**config.mk**
```make
export PLATFORM = sky130hd
export DESIGN_NAME = tedc_timer_events
export DESIGN_NICKNAME = d
export VERILOG_FILES = /design/src/common/tedc_pkg.sv /design/src/core/tedc_edge_det.sv /design/src/core/tedc_flag_bank.sv /design/src/core/tedc_timer_events.sv
export VERILOG_INCLUDE_DIRS = /design/src /design/src/common
export SDC_FILE = /design/constraint.sdc
export NUM_CORES = 1
export LEC_CHECK = 0
export ABC_AREA = 0
export BUFFER_PORTS_ARGS = -buffer_cell sky130_fd_sc_hd__buf_2
export CAP_MARGIN = 10
export CELL_PAD_IN_SITES_DETAIL_PLACEMENT = 1
export CELL_PAD_IN_SITES_GLOBAL_PLACEMENT = 1
export CORE_MARGIN = 1.5
export CORE_UTILIZATION = 42
export CTS_CLUSTER_DIAMETER = 60
export DETAILED_ROUTE_END_ITERATION = 8
export PLACE_DENSITY_LB_ADDON = 0.1
export SETUP_SLACK_MARGIN = 0.15
export SLEW_MARGIN = 30
export SYNTH_ARGS = -nofsm -noshare
export SYNTH_HDL_FRONTEND = slang
export SYNTH_HIERARCHICAL = 1
export SYNTH_SLANG_ARGS = --single-unit
```
**constraint.sdc**
```tcl
create_clock -name pclk -period 1.6 [get_ports pclk]
set_clock_uncertainty 0.15 [all_clocks]
set_input_delay 0.24 -clock pclk [delete_from_list [all_inputs] [get_ports pclk]]
set_output_delay 0.24 -clock pclk [all_outputs]
set_load 0.05 [all_outputs]
```
**src/common/tedc_map.svh**
```systemverilog
/*
 * Register offsets, field positions, masks and reset values of the timer
 * event, interrupt and DMA request block.
 * Assumes a 12-bit APB byte address and 32-bit data.
 */
`ifndef TEDC_MAP_SVH
`define TEDC_MAP_SVH

`define TEDC_OFF_ENABLE 12'h00C
`define TEDC_OFF_STATUS 12'h010
`define TEDC_OFF_GENERATE 12'h014
`define TEDC_OFF_CONFIG 12'h080
`define TEDC_OFF_CAPTURE0 12'h084

`define TEDC_BIT_UPDATE 0
`define TEDC_BIT_CHAN1 1
`define TEDC_BIT_COMMUT 5
`define TEDC_BIT_TRIGGER 6
`define TEDC_BIT_BRAKE 7
`define TEDC_BIT_OVERCAP1 9
`define TEDC_BIT_DMA_BASE 8

`define TEDC_ENABLE_MASK 16'h7FFF
`define TEDC_STATUS_MASK 16'h1EFF
`define TEDC_ENABLE_RESET 16'h0000
`define TEDC_STATUS_RESET 16'h0000
`define TEDC_CONFIG_RESET 15'h0000
`define TEDC_COUNTER_ZERO 16'h0000

`define TEDC_SLAVE_GATED 3'h5

`endif

```
**src/common/tedc_pkg.sv**
```systemverilog
/*
 * Types of the timer event, interrupt and DMA request block.
 * Assumes nothing beyond the register map header.
 */
package tedc_pkg;

    // Control bits of one complementary channel, moved together on commutation.
    typedef struct packed {
        logic out_en;
        logic comp_out_en;
        logic [2:0] out_mode;
    } tedc_chan_ctrl_t;

    // Block configuration held in the configuration register, high bit first.
    typedef struct packed {
        logic main_output_enable;
        logic trigger_falling;
        logic brake_active_low;
        logic [2:0] slave_mode;
        logic [3:0] chan_is_input;
        logic count_down;
        logic center_aligned;
        logic update_source_restrict;
        logic update_disable;
        logic control_preload_en;
    } tedc_cfg_t;

endpackage : tedc_pkg

```
**src/core/tedc_edge_det.sv**
```systemverilog
/*
 * Edge detector for a synchronous level input.
 * Assumes the input is already synchronous to pclk.
 */
`timescale 1ns/10ps
module tedc_edge_det (
    input wire logic pclk,
    input wire logic presetn,
    input wire logic din,
    output logic rise,
    output logic fall
);
    logic prev_ff;
    logic nxt_prev;

    always_comb begin
        nxt_prev = din;
    end

    always_ff @(posedge pclk or negedge presetn) begin
        if (!presetn) begin
            prev_ff <= 1'b0;
        end else begin
            prev_ff <= nxt_prev;
        end
    end

    assign rise = din & ~prev_ff;
    assign fall = ~din & prev_ff;
endmodule : tedc_edge_det

```
**src/core/tedc_flag_bank.sv**
```systemverilog
/*
 * Sticky status flags: hardware sets, software clears by writing zero.
 * Assumes set and clear requests are one-cycle pulses on pclk.
 */
`timescale 1ns/10ps
`include "tedc_map.svh"
module tedc_flag_bank (
    input wire logic pclk,
    input wire logic presetn,
    input wire logic [15:0] set_req,
    input wire logic [15:0] clr_req,
    output logic [15:0] flags
);
    logic [15:0] flags_ff;
    logic [15:0] nxt_flags;

    // A set in the same cycle as a clear keeps the flag, so no event is lost.
    always_comb begin
        nxt_flags = ((flags_ff & ~clr_req) | set_req) & `TEDC_STATUS_MASK;
    end

    always_ff @(posedge pclk or negedge presetn) begin
        if (!presetn) begin
            flags_ff <= `TEDC_STATUS_RESET;
        end else begin
            flags_ff <= nxt_flags;
        end
    end

    assign flags = flags_ff;
endmodule : tedc_flag_bank

```
**src/core/tedc_timer_events.sv**
```systemverilog
/*
 * Event, interrupt and DMA request logic of an advanced-control timer,
 * with its APB register slave.
 * Assumes the counter core, slave-mode controller and channel logic are
 * outside and exchange one-cycle pulses and levels synchronous to pclk.
 */
`timescale 1ns/10ps
`include "tedc_map.svh"
module tedc_timer_events (
    input wire logic pclk,
    input wire logic presetn,
    input wire logic psel,
    input wire logic penable,
    input wire logic pwrite,
    input wire logic [11:0] paddr,
    input wire logic [31:0] pwdata,
    output logic [31:0] prdata,
    output logic pready,
    output logic pslverr,
    input wire logic [15:0] counter_value,
    input wire logic [15:0] autoreload,
    input wire logic [3:0] compare_match,
    input wire logic [3:0] capture_event,
    input wire logic rep_wrap,
    input wire logic trig_reinit,
    input wire logic trigger_input_sel,
    input wire logic brake_in,
    input wire tedc_pkg::tedc_chan_ctrl_t [2:0] chan_preload,
    output tedc_pkg::tedc_chan_ctrl_t [2:0] chan_active,
    output logic irq,
    output logic [6:0] dma_req,
    output logic counter_load,
    output logic [15:0] counter_load_value,
    output logic prescaler_clear,
    output logic main_output_enable
);
    ////////////////////////////////////////////////////////////////////////////
    // Bus decode.

    function automatic logic hit(input logic [11:0] addr, input logic [11:0] off);
        hit = (addr == off);
    endfunction : hit

    function automatic logic cap_hit(input logic [11:0] addr, input int idx);
        cap_hit = (addr == (`TEDC_OFF_CAPTURE0 + 12'(idx * 4)));
    endfunction : cap_hit

    logic setup_ph;
    logic wr_acc;
    logic rd_acc;
    logic mapped;
    logic [3:0] cap_sel;

    assign setup_ph = psel & ~penable;
    assign wr_acc = psel & penable & pwrite;
    assign rd_acc = psel & penable & ~pwrite;

    always_comb begin
        cap_sel = 4'h0;
        for (int i = 0; i < 4; i++) begin
            cap_sel[i] = cap_hit(paddr, i);
        end
        mapped = hit(paddr, `TEDC_OFF_ENABLE) | hit(paddr, `TEDC_OFF_STATUS) |
                 hit(paddr, `TEDC_OFF_GENERATE) | hit(paddr, `TEDC_OFF_CONFIG) |
                 (|cap_sel);
    end

    ////////////////////////////////////////////////////////////////////////////
    // Enable and configuration registers.

    logic [15:0] enable_ff;
    logic [15:0] nxt_enable;
    tedc_pkg::tedc_cfg_t cfg_ff;
    tedc_pkg::tedc_cfg_t nxt_cfg;
    logic brake_gen;
    logic brake_level;

    always_comb begin
        nxt_enable = enable_ff;
        if (wr_acc && hit(paddr, `TEDC_OFF_ENABLE)) begin
            nxt_enable = pwdata[15:0] & `TEDC_ENABLE_MASK;
        end
        nxt_cfg = cfg_ff;
        if (wr_acc && hit(paddr, `TEDC_OFF_CONFIG)) begin
            nxt_cfg = tedc_pkg::tedc_cfg_t'(pwdata[14:0]);
        end
        // Either brake source wins over a software attempt to enable outputs.
        if (brake_gen || brake_level) begin
            nxt_cfg.main_output_enable = 1'b0;
        end
    end

    always_ff @(posedge pclk or negedge presetn) begin
        if (!presetn) begin
            enable_ff <= `TEDC_ENABLE_RESET;
            cfg_ff <= tedc_pkg::tedc_cfg_t'(`TEDC_CONFIG_RESET);
        end else begin
            enable_ff <= nxt_enable;
            cfg_ff <= nxt_cfg;
        end
    end

    assign main_output_enable = cfg_ff.main_output_enable;

    ////////////////////////////////////////////////////////////////////////////
    // Software event generation: write-only strobes, no stored bits.

    logic [7:0] gen;
    logic upd_gen;
    logic trig_gen;
    logic com_gen;
    logic [3:0] chan_gen;

    // Zero bits produce nothing, so the self-clearing bits need no storage.
    assign gen = (wr_acc && hit(paddr, `TEDC_OFF_GENERATE)) ? pwdata[7:0] : 8'h00;
    assign upd_gen = gen[`TEDC_BIT_UPDATE];
    assign chan_gen = gen[4:1];
    assign com_gen = gen[`TEDC_BIT_COMMUT];
    assign trig_gen = gen[`TEDC_BIT_TRIGGER];
    assign brake_gen = gen[`TEDC_BIT_BRAKE];

    ////////////////////////////////////////////////////////////////////////////
    // Event sources.

    logic trig_rise;
    logic trig_fall;
    logic trig_edge;
    logic trig_evt;
    logic upd_evt;
    logic com_evt;
    logic [3:0] chan_evt;
    logic [3:0] cap_now;
    logic [3:0] overcap;

    tedc_edge_det u_trig_edge (
        .pclk(pclk),
        .presetn(presetn),
        .din(trigger_input_sel),
        .rise(trig_rise),
        .fall(trig_fall)
    );

    assign brake_level = brake_in ^ cfg_ff.brake_active_low;

    always_comb begin
        if (cfg_ff.slave_mode == `TEDC_SLAVE_GATED) begin
            trig_edge = trig_rise | trig_fall;
        end else begin
            trig_edge = cfg_ff.trigger_falling ? trig_fall : trig_rise;
        end
    end

    assign trig_evt = trig_edge | trig_gen;
    // Repetition wrap needs only updates enabled; reinit sources also need no restriction.
    assign upd_evt = (rep_wrap & ~cfg_ff.update_disable) |
                     ((upd_gen | trig_reinit) & ~cfg_ff.update_disable &
                      ~cfg_ff.update_source_restrict);
    assign com_evt = com_gen & cfg_ff.control_preload_en;

    logic [15:0] flags;

    always_comb begin
        for (int i = 0; i < 4; i++) begin
            cap_now[i] = cfg_ff.chan_is_input[i] & (capture_event[i] | chan_gen[i]);
            chan_evt[i] = cap_now[i] | (~cfg_ff.chan_is_input[i] &
                          ((compare_match[i] & ~cfg_ff.center_aligned) | chan_gen[i]));
            overcap[i] = cap_now[i] & flags[`TEDC_BIT_CHAN1 + i];
        end
    end

    ////////////////////////////////////////////////////////////////////////////
    // Status flags.

    logic [15:0] set_req;
    logic [15:0] clr_req;

    always_comb begin
        set_req = 16'h0000;
        set_req[`TEDC_BIT_UPDATE] = upd_evt;
        set_req[4:1] = chan_evt;
        set_req[`TEDC_BIT_COMMUT] = com_evt;
        set_req[`TEDC_BIT_TRIGGER] = trig_evt;
        set_req[`TEDC_BIT_BRAKE] = brake_level | brake_gen;
        set_req[12:9] = overcap;
        clr_req = 16'h0000;
        if (wr_acc && hit(paddr, `TEDC_OFF_STATUS)) begin
            clr_req = ~pwdata[15:0];
        end
        for (int i = 0; i < 4; i++) begin
            if (rd_acc && cap_sel[i] && cfg_ff.chan_is_input[i]) begin
                clr_req[`TEDC_BIT_CHAN1 + i] = 1'b1;
            end
        end
    end

    tedc_flag_bank u_flags (
        .pclk(pclk),
        .presetn(presetn),
        .set_req(set_req),
        .clr_req(clr_req),
        .flags(flags)
    );

    assign irq = |(flags[7:0] & enable_ff[7:0]);

    ////////////////////////////////////////////////////////////////////////////
    // Capture registers, DMA pulses, counter reload and commutation transfer.

    logic [15:0] capture_ff [4];
    logic [15:0] nxt_capture [4];
    logic [6:0] dma_ff;
    logic [6:0] nxt_dma;
    logic load_ff;
    logic nxt_load;
    logic [15:0] load_value_ff;
    logic [15:0] nxt_load_value;
    tedc_pkg::tedc_chan_ctrl_t [2:0] active_ff;
    tedc_pkg::tedc_chan_ctrl_t [2:0] nxt_active;

    always_comb begin
        for (int i = 0; i < 4; i++) begin
            nxt_capture[i] = cap_now[i] ? counter_value : capture_ff[i];
        end
        nxt_dma = enable_ff[14:8] & {trig_evt, com_evt, chan_evt, upd_evt};
        nxt_load = upd_gen;
        nxt_load_value = load_value_ff;
        if (upd_gen) begin
            nxt_load_value = (cfg_ff.count_down && !cfg_ff.center_aligned) ?
                             autoreload : `TEDC_COUNTER_ZERO;
        end
        // Without preload the channel controls track their inputs directly.
        if (!cfg_ff.control_preload_en || com_gen) begin
            nxt_active = chan_preload;
        end else begin
            nxt_active = active_ff;
        end
    end

    always_ff @(posedge pclk or negedge presetn) begin
        if (!presetn) begin
            for (int i = 0; i < 4; i++) begin
                capture_ff[i] <= `TEDC_COUNTER_ZERO;
            end
            dma_ff <= 7'h00;
            load_ff <= 1'b0;
            load_value_ff <= `TEDC_COUNTER_ZERO;
            active_ff <= '0;
        end else begin
            for (int i = 0; i < 4; i++) begin
                capture_ff[i] <= nxt_capture[i];
            end
            dma_ff <= nxt_dma;
            load_ff <= nxt_load;
            load_value_ff <= nxt_load_value;
            active_ff <= nxt_active;
        end
    end

    assign dma_req = dma_ff;
    assign counter_load = load_ff;
    assign counter_load_value = load_value_ff;
    assign prescaler_clear = load_ff;
    assign chan_active = active_ff;

    ////////////////////////////////////////////////////////////////////////////
    // Read data, latched in the setup phase so the access phase needs no wait.

    logic [31:0] rdata_ff;
    logic [31:0] nxt_rdata;
    logic err_ff;
    logic nxt_err;

    always_comb begin
        nxt_rdata = rdata_ff;
        nxt_err = err_ff;
        if (setup_ph) begin
            nxt_err = ~mapped;
            nxt_rdata = 32'h0000_0000;
            if (hit(paddr, `TEDC_OFF_ENABLE)) begin
                nxt_rdata = {16'h0000, enable_ff};
            end else if (hit(paddr, `TEDC_OFF_STATUS)) begin
                nxt_rdata = {16'h0000, flags};
            end else if (hit(paddr, `TEDC_OFF_CONFIG)) begin
                nxt_rdata = {17'h00000, cfg_ff};
            end
            for (int i = 0; i < 4; i++) begin
                if (cap_sel[i]) begin
                    nxt_rdata = {16'h0000, capture_ff[i]};
                end
            end
        end
    end

    always_ff @(posedge pclk or negedge presetn) begin
        if (!presetn) begin
            rdata_ff <= 32'h0000_0000;
            err_ff <= 1'b0;
        end else begin
            rdata_ff <= nxt_rdata;
            err_ff <= nxt_err;
        end
    end

    assign prdata = rdata_ff;
    assign pready = 1'b1;
    assign pslverr = psel & penable & err_ff;

    ////////////////////////////////////////////////////////////////////////////
    // Checks.

    a_status_clear: assert property (@(posedge pclk) disable iff (!presetn)
        (wr_acc && hit(paddr, `TEDC_OFF_STATUS) && !pwdata[6] && !trig_evt) |=> !flags[6])
        else $error("trigger flag not cleared by a zero write");
    a_set_wins: assert property (@(posedge pclk) disable iff (!presetn)
        upd_evt |=> flags[0])
        else $error("update event lost");
    a_overcap_set: assert property (@(posedge pclk) disable iff (!presetn)
        (capture_event[0] && cfg_ff.chan_is_input[0] && flags[1]) |=> flags[9])
        else $error("repeat capture not flagged");
    a_brake_flag: assert property (@(posedge pclk) disable iff (!presetn)
        brake_level |=> (flags[7] && !main_output_enable))
        else $error("brake level did not flag or disable outputs");
    a_trig_gated: assert property (@(posedge pclk) disable iff (!presetn)
        ($fell(trigger_input_sel) && cfg_ff.slave_mode == `TEDC_SLAVE_GATED) |=> flags[6])
        else $error("gated falling edge not flagged");
    a_compare_flag: assert property (@(posedge pclk) disable iff (!presetn)
        (compare_match[0] && !cfg_ff.chan_is_input[0] && !cfg_ff.center_aligned) |=> flags[1])
        else $error("compare match not flagged");
    a_capture_read: assert property (@(posedge pclk) disable iff (!presetn)
        (rd_acc && cap_sel[0] && cfg_ff.chan_is_input[0] && !set_req[1]) |=> !flags[1])
        else $error("capture read did not clear flag");
    a_update_wrap: assert property (@(posedge pclk) disable iff (!presetn)
        (rep_wrap && !cfg_ff.update_disable) |=> (flags[0] && dma_req[0] == $past(enable_ff[8])))
        else $error("repetition wrap gave no update");
    a_ug_reload: assert property (@(posedge pclk) disable iff (!presetn)
        (upd_gen && !cfg_ff.count_down) |=> (counter_load && prescaler_clear &&
                                            counter_load_value == 16'h0000))
        else $error("update generate did not reload zero");
    a_irq_flag: assert property (@(posedge pclk) disable iff (!presetn)
        ($rose(flags[6]) && enable_ff[6]) |-> irq)
        else $error("enabled trigger flag without interrupt");
    a_gen_reads_zero: assert property (@(posedge pclk) disable iff (!presetn)
        (setup_ph && hit(paddr, `TEDC_OFF_GENERATE)) |=> (prdata == 32'h0000_0000))
        else $error("generate register not read as zero");
endmodule : tedc_timer_events

```
==> impl_metrics.json <==
{
  "drv_slew": 0,
  "ys_warn_count": 6,
  "cp.required_ns": 1.21,
  "dieArea_mm2": 0.0203,
  "antenna_found_initial": 1,
  "grt_setup_unrepaired": "true",
  "synthToLayoutAreaGrowth_pct": 57.8,
  "cap_violations": 0,
  "hpwl_mm": 18.8,
  "grt_max_degree": 45,
  "io_pins": 184,
  "hold_viol": 0,
  "grt_overflow": 0,
  "drtIter0Drc": 480,
  "dp.cells": 1196,
  "routed_via_density": 5.78,
  "final_nets": 1173,
  "cts_root_buf": "clkbuf_16",
  "dr.pass1.iters": 5,
  "crit_type": "register to primary output",
  "p_per_area_mw_per_mm2": 775,
  "dieHeight_um": 143,
  "track_usage_pct": 33.9,
  "ant_nets": 0,
  "port_buffers": 149,
  "synth.cell_area_mm2": 0.00818,
  "routedWlPerCell_um": 27.5,
  "cts_tree": "done",
  "start_util_pct": 43.3,
  "vias": 7738,
  "cts_made_buffers": 17,
  "syn_avg_cell_area_um2": 10.8,
  "period_share_pct": 121,
  "min_period_ns": 1.93,
  "gp_congestion": 0.872,
  "crit_path_end_kind": "primary output",
  "worst_pin_slew_ns": 0.668,
  "hp-class": "input pin to register",
  "num_rows": 50,
  "status": "finished, violations left",
  "fmax_mhz": 518,
  "p_leak_nw": 5.90,
  "setup_ws_ns": -0.330,
  "clockBufferDepth": 2,
  "grt_first_pass_wirelength_mm": 50.6,
  "htree_levels": 4,
  "clock-sinks": 163,
  "maxSlewHeadroom_pct": 55.4,
  "worstPathArrival_ns": 1.54,
  "crit_fanout": 3,
  "dp_slack_ns": -0.793,
  "fp.dieW_um": 143,
  "drive_gt1_share_pct": 54.3,
  "drc": 0,
  "core-area_mm2": 0.0189,
  "synth_cells": 756,
  "cp-start-kind": "register",
  "failed_checks": "setup timing",
  "clkTransAtPathRegs_ns": 0.06,
  "grt_pass1_vias": 8435,
  "setup_viol": 157,
  "insertion_delay_ns": 0.44,
  "peakVddDrop_v": 0.000732,
  "final_cells": 1339,
  "routed_wirelength_mm": 36.8
}
==> worst paths after layout <==
check,start,end,slack [ns],depth (start not counted)
worst max-delay path,enable_ff[3],irq,-0.33,3
worst min-delay path,counter_value[0],capture_ff[0],0.03,2
worst max register to register,cfg_ff[0],prdata[0],-0.19,4
worst min register to register,u_flags/flags[11],u_flags/flags[11],0.35,1
max in group asynchronous,presetn,capture_ff[34],0.44,3
min in group asynchronous,presetn,dma_req[0],0.23,2
==> power by group <==
part | leakage, nW | switching (W) | total, W | internal (W)
Clock | 0.305 | 0.00179 | 0.00439 | 0.00260
Combinational | 3.46 | 0.000805 | 0.00134 | 0.000540
Sequential | 2.13 | 0.0000661 | 0.00428 | 0.00421
Total | 5.90 | 0.00266 | 0.0100 | 0.00735
==> state kept, by name (all words and copies together), names as in the netlist <==
| register | flops |
|---|---|
| counter_load | 1 |
| chan_active | 15 |
| dma_req | 7 |
| capture_ff | 64 |
| prdata | 16 |
| u_trig_edge/prev_ff | 1 |
| err_ff | 1 |
| counter_load_value | 16 |
| u_flags/flags | 12 |
| enable_ff | 15 |
| cfg_ff | 14 |
| main_output_enable | 1 |
==> metrics by stage <==
step / total power (W) / utilization (%) / hold slack, ns / TNS, ns / area, um2
final: 0.0100 / 68.3 / 0.0293 / -32.30 / 12900
after floorplan: 0.00493 / - / -0.206 / -62.74 / 8560
after global routing: 0.0103 / 68.3 / 0.0173 / -34.75 / 12900
after global placement: 0.00534 / 52.2 / 0.0550 / -97.77 / 9870
after detailed placement: 0.00538 / 52.2 / 0.0610 / -106.33 / 9870
after CTS: 0.00990 / 64.7 / 0.00526 / -25.14 / 12200
==> area by class of cell <==
class | count | area, um2
fill | 1896 | 5980
multi-input combinational | 539 | 4910
sequential | 163 | 4090
timing repair buffer | 323 | 2890
clock buffer | 21 | 470
tap | 260 | 325
clock inverter | 11 | 150
inverter | 21 | 78.8
antenna | 1 | 2.50
==> per-layer routing <==
| layer | global-route usage (%) | routed length [um] |
|---|---|---|
| met4 | 19.1 | 2580 |
| met5 | 0 | 0 |
| met3 | 6.83 | 2010 |
| met1 | 39.0 | 13600 |
| met2 | 58.8 | 18600 |
==> worst max-delay path, stage by stage, from the launching register on <==
cell and delay [ns]:
dfrtp_1 0.43, a22oi_2 0.24, nand4_1 0.22, buf_6 0.22
==> cell usage in the layout, fill, tap and decap left out, drive strengths merged, types with 4 or more instances in the layout <==
master / n
buf: 257
dfrtp: 163
mux2: 113
o21ai: 63
a21oi: 62
nand2: 61
dlygate4sd3: 58
nor2: 46
clkbuf: 29
and2: 24
inv: 23
nand3: 22
conb: 21
nor3: 20
o22ai: 17
a21o: 14
nand2b: 14
and3: 6
nor4: 6
or3: 6
nor3b: 6
a22oi: 5
nor2b: 5
clkinv: 5
a211o: 4
nand3b: 4
==> repair_timing <==
| action | in CTS | in global routing |
|---|---|---|
| hold buffers | 58 | 0 |
| setup buffers | 18 | 17 |
| pin swaps | 67 | 55 |
| resized for setup | 212 | 159 |
| hold endpoints to repair | 244 | 0 |
| setup endpoints to repair | 187 | 197 |
| cloned | 16 | 1 |
Power figures use the tool's default switching activity.
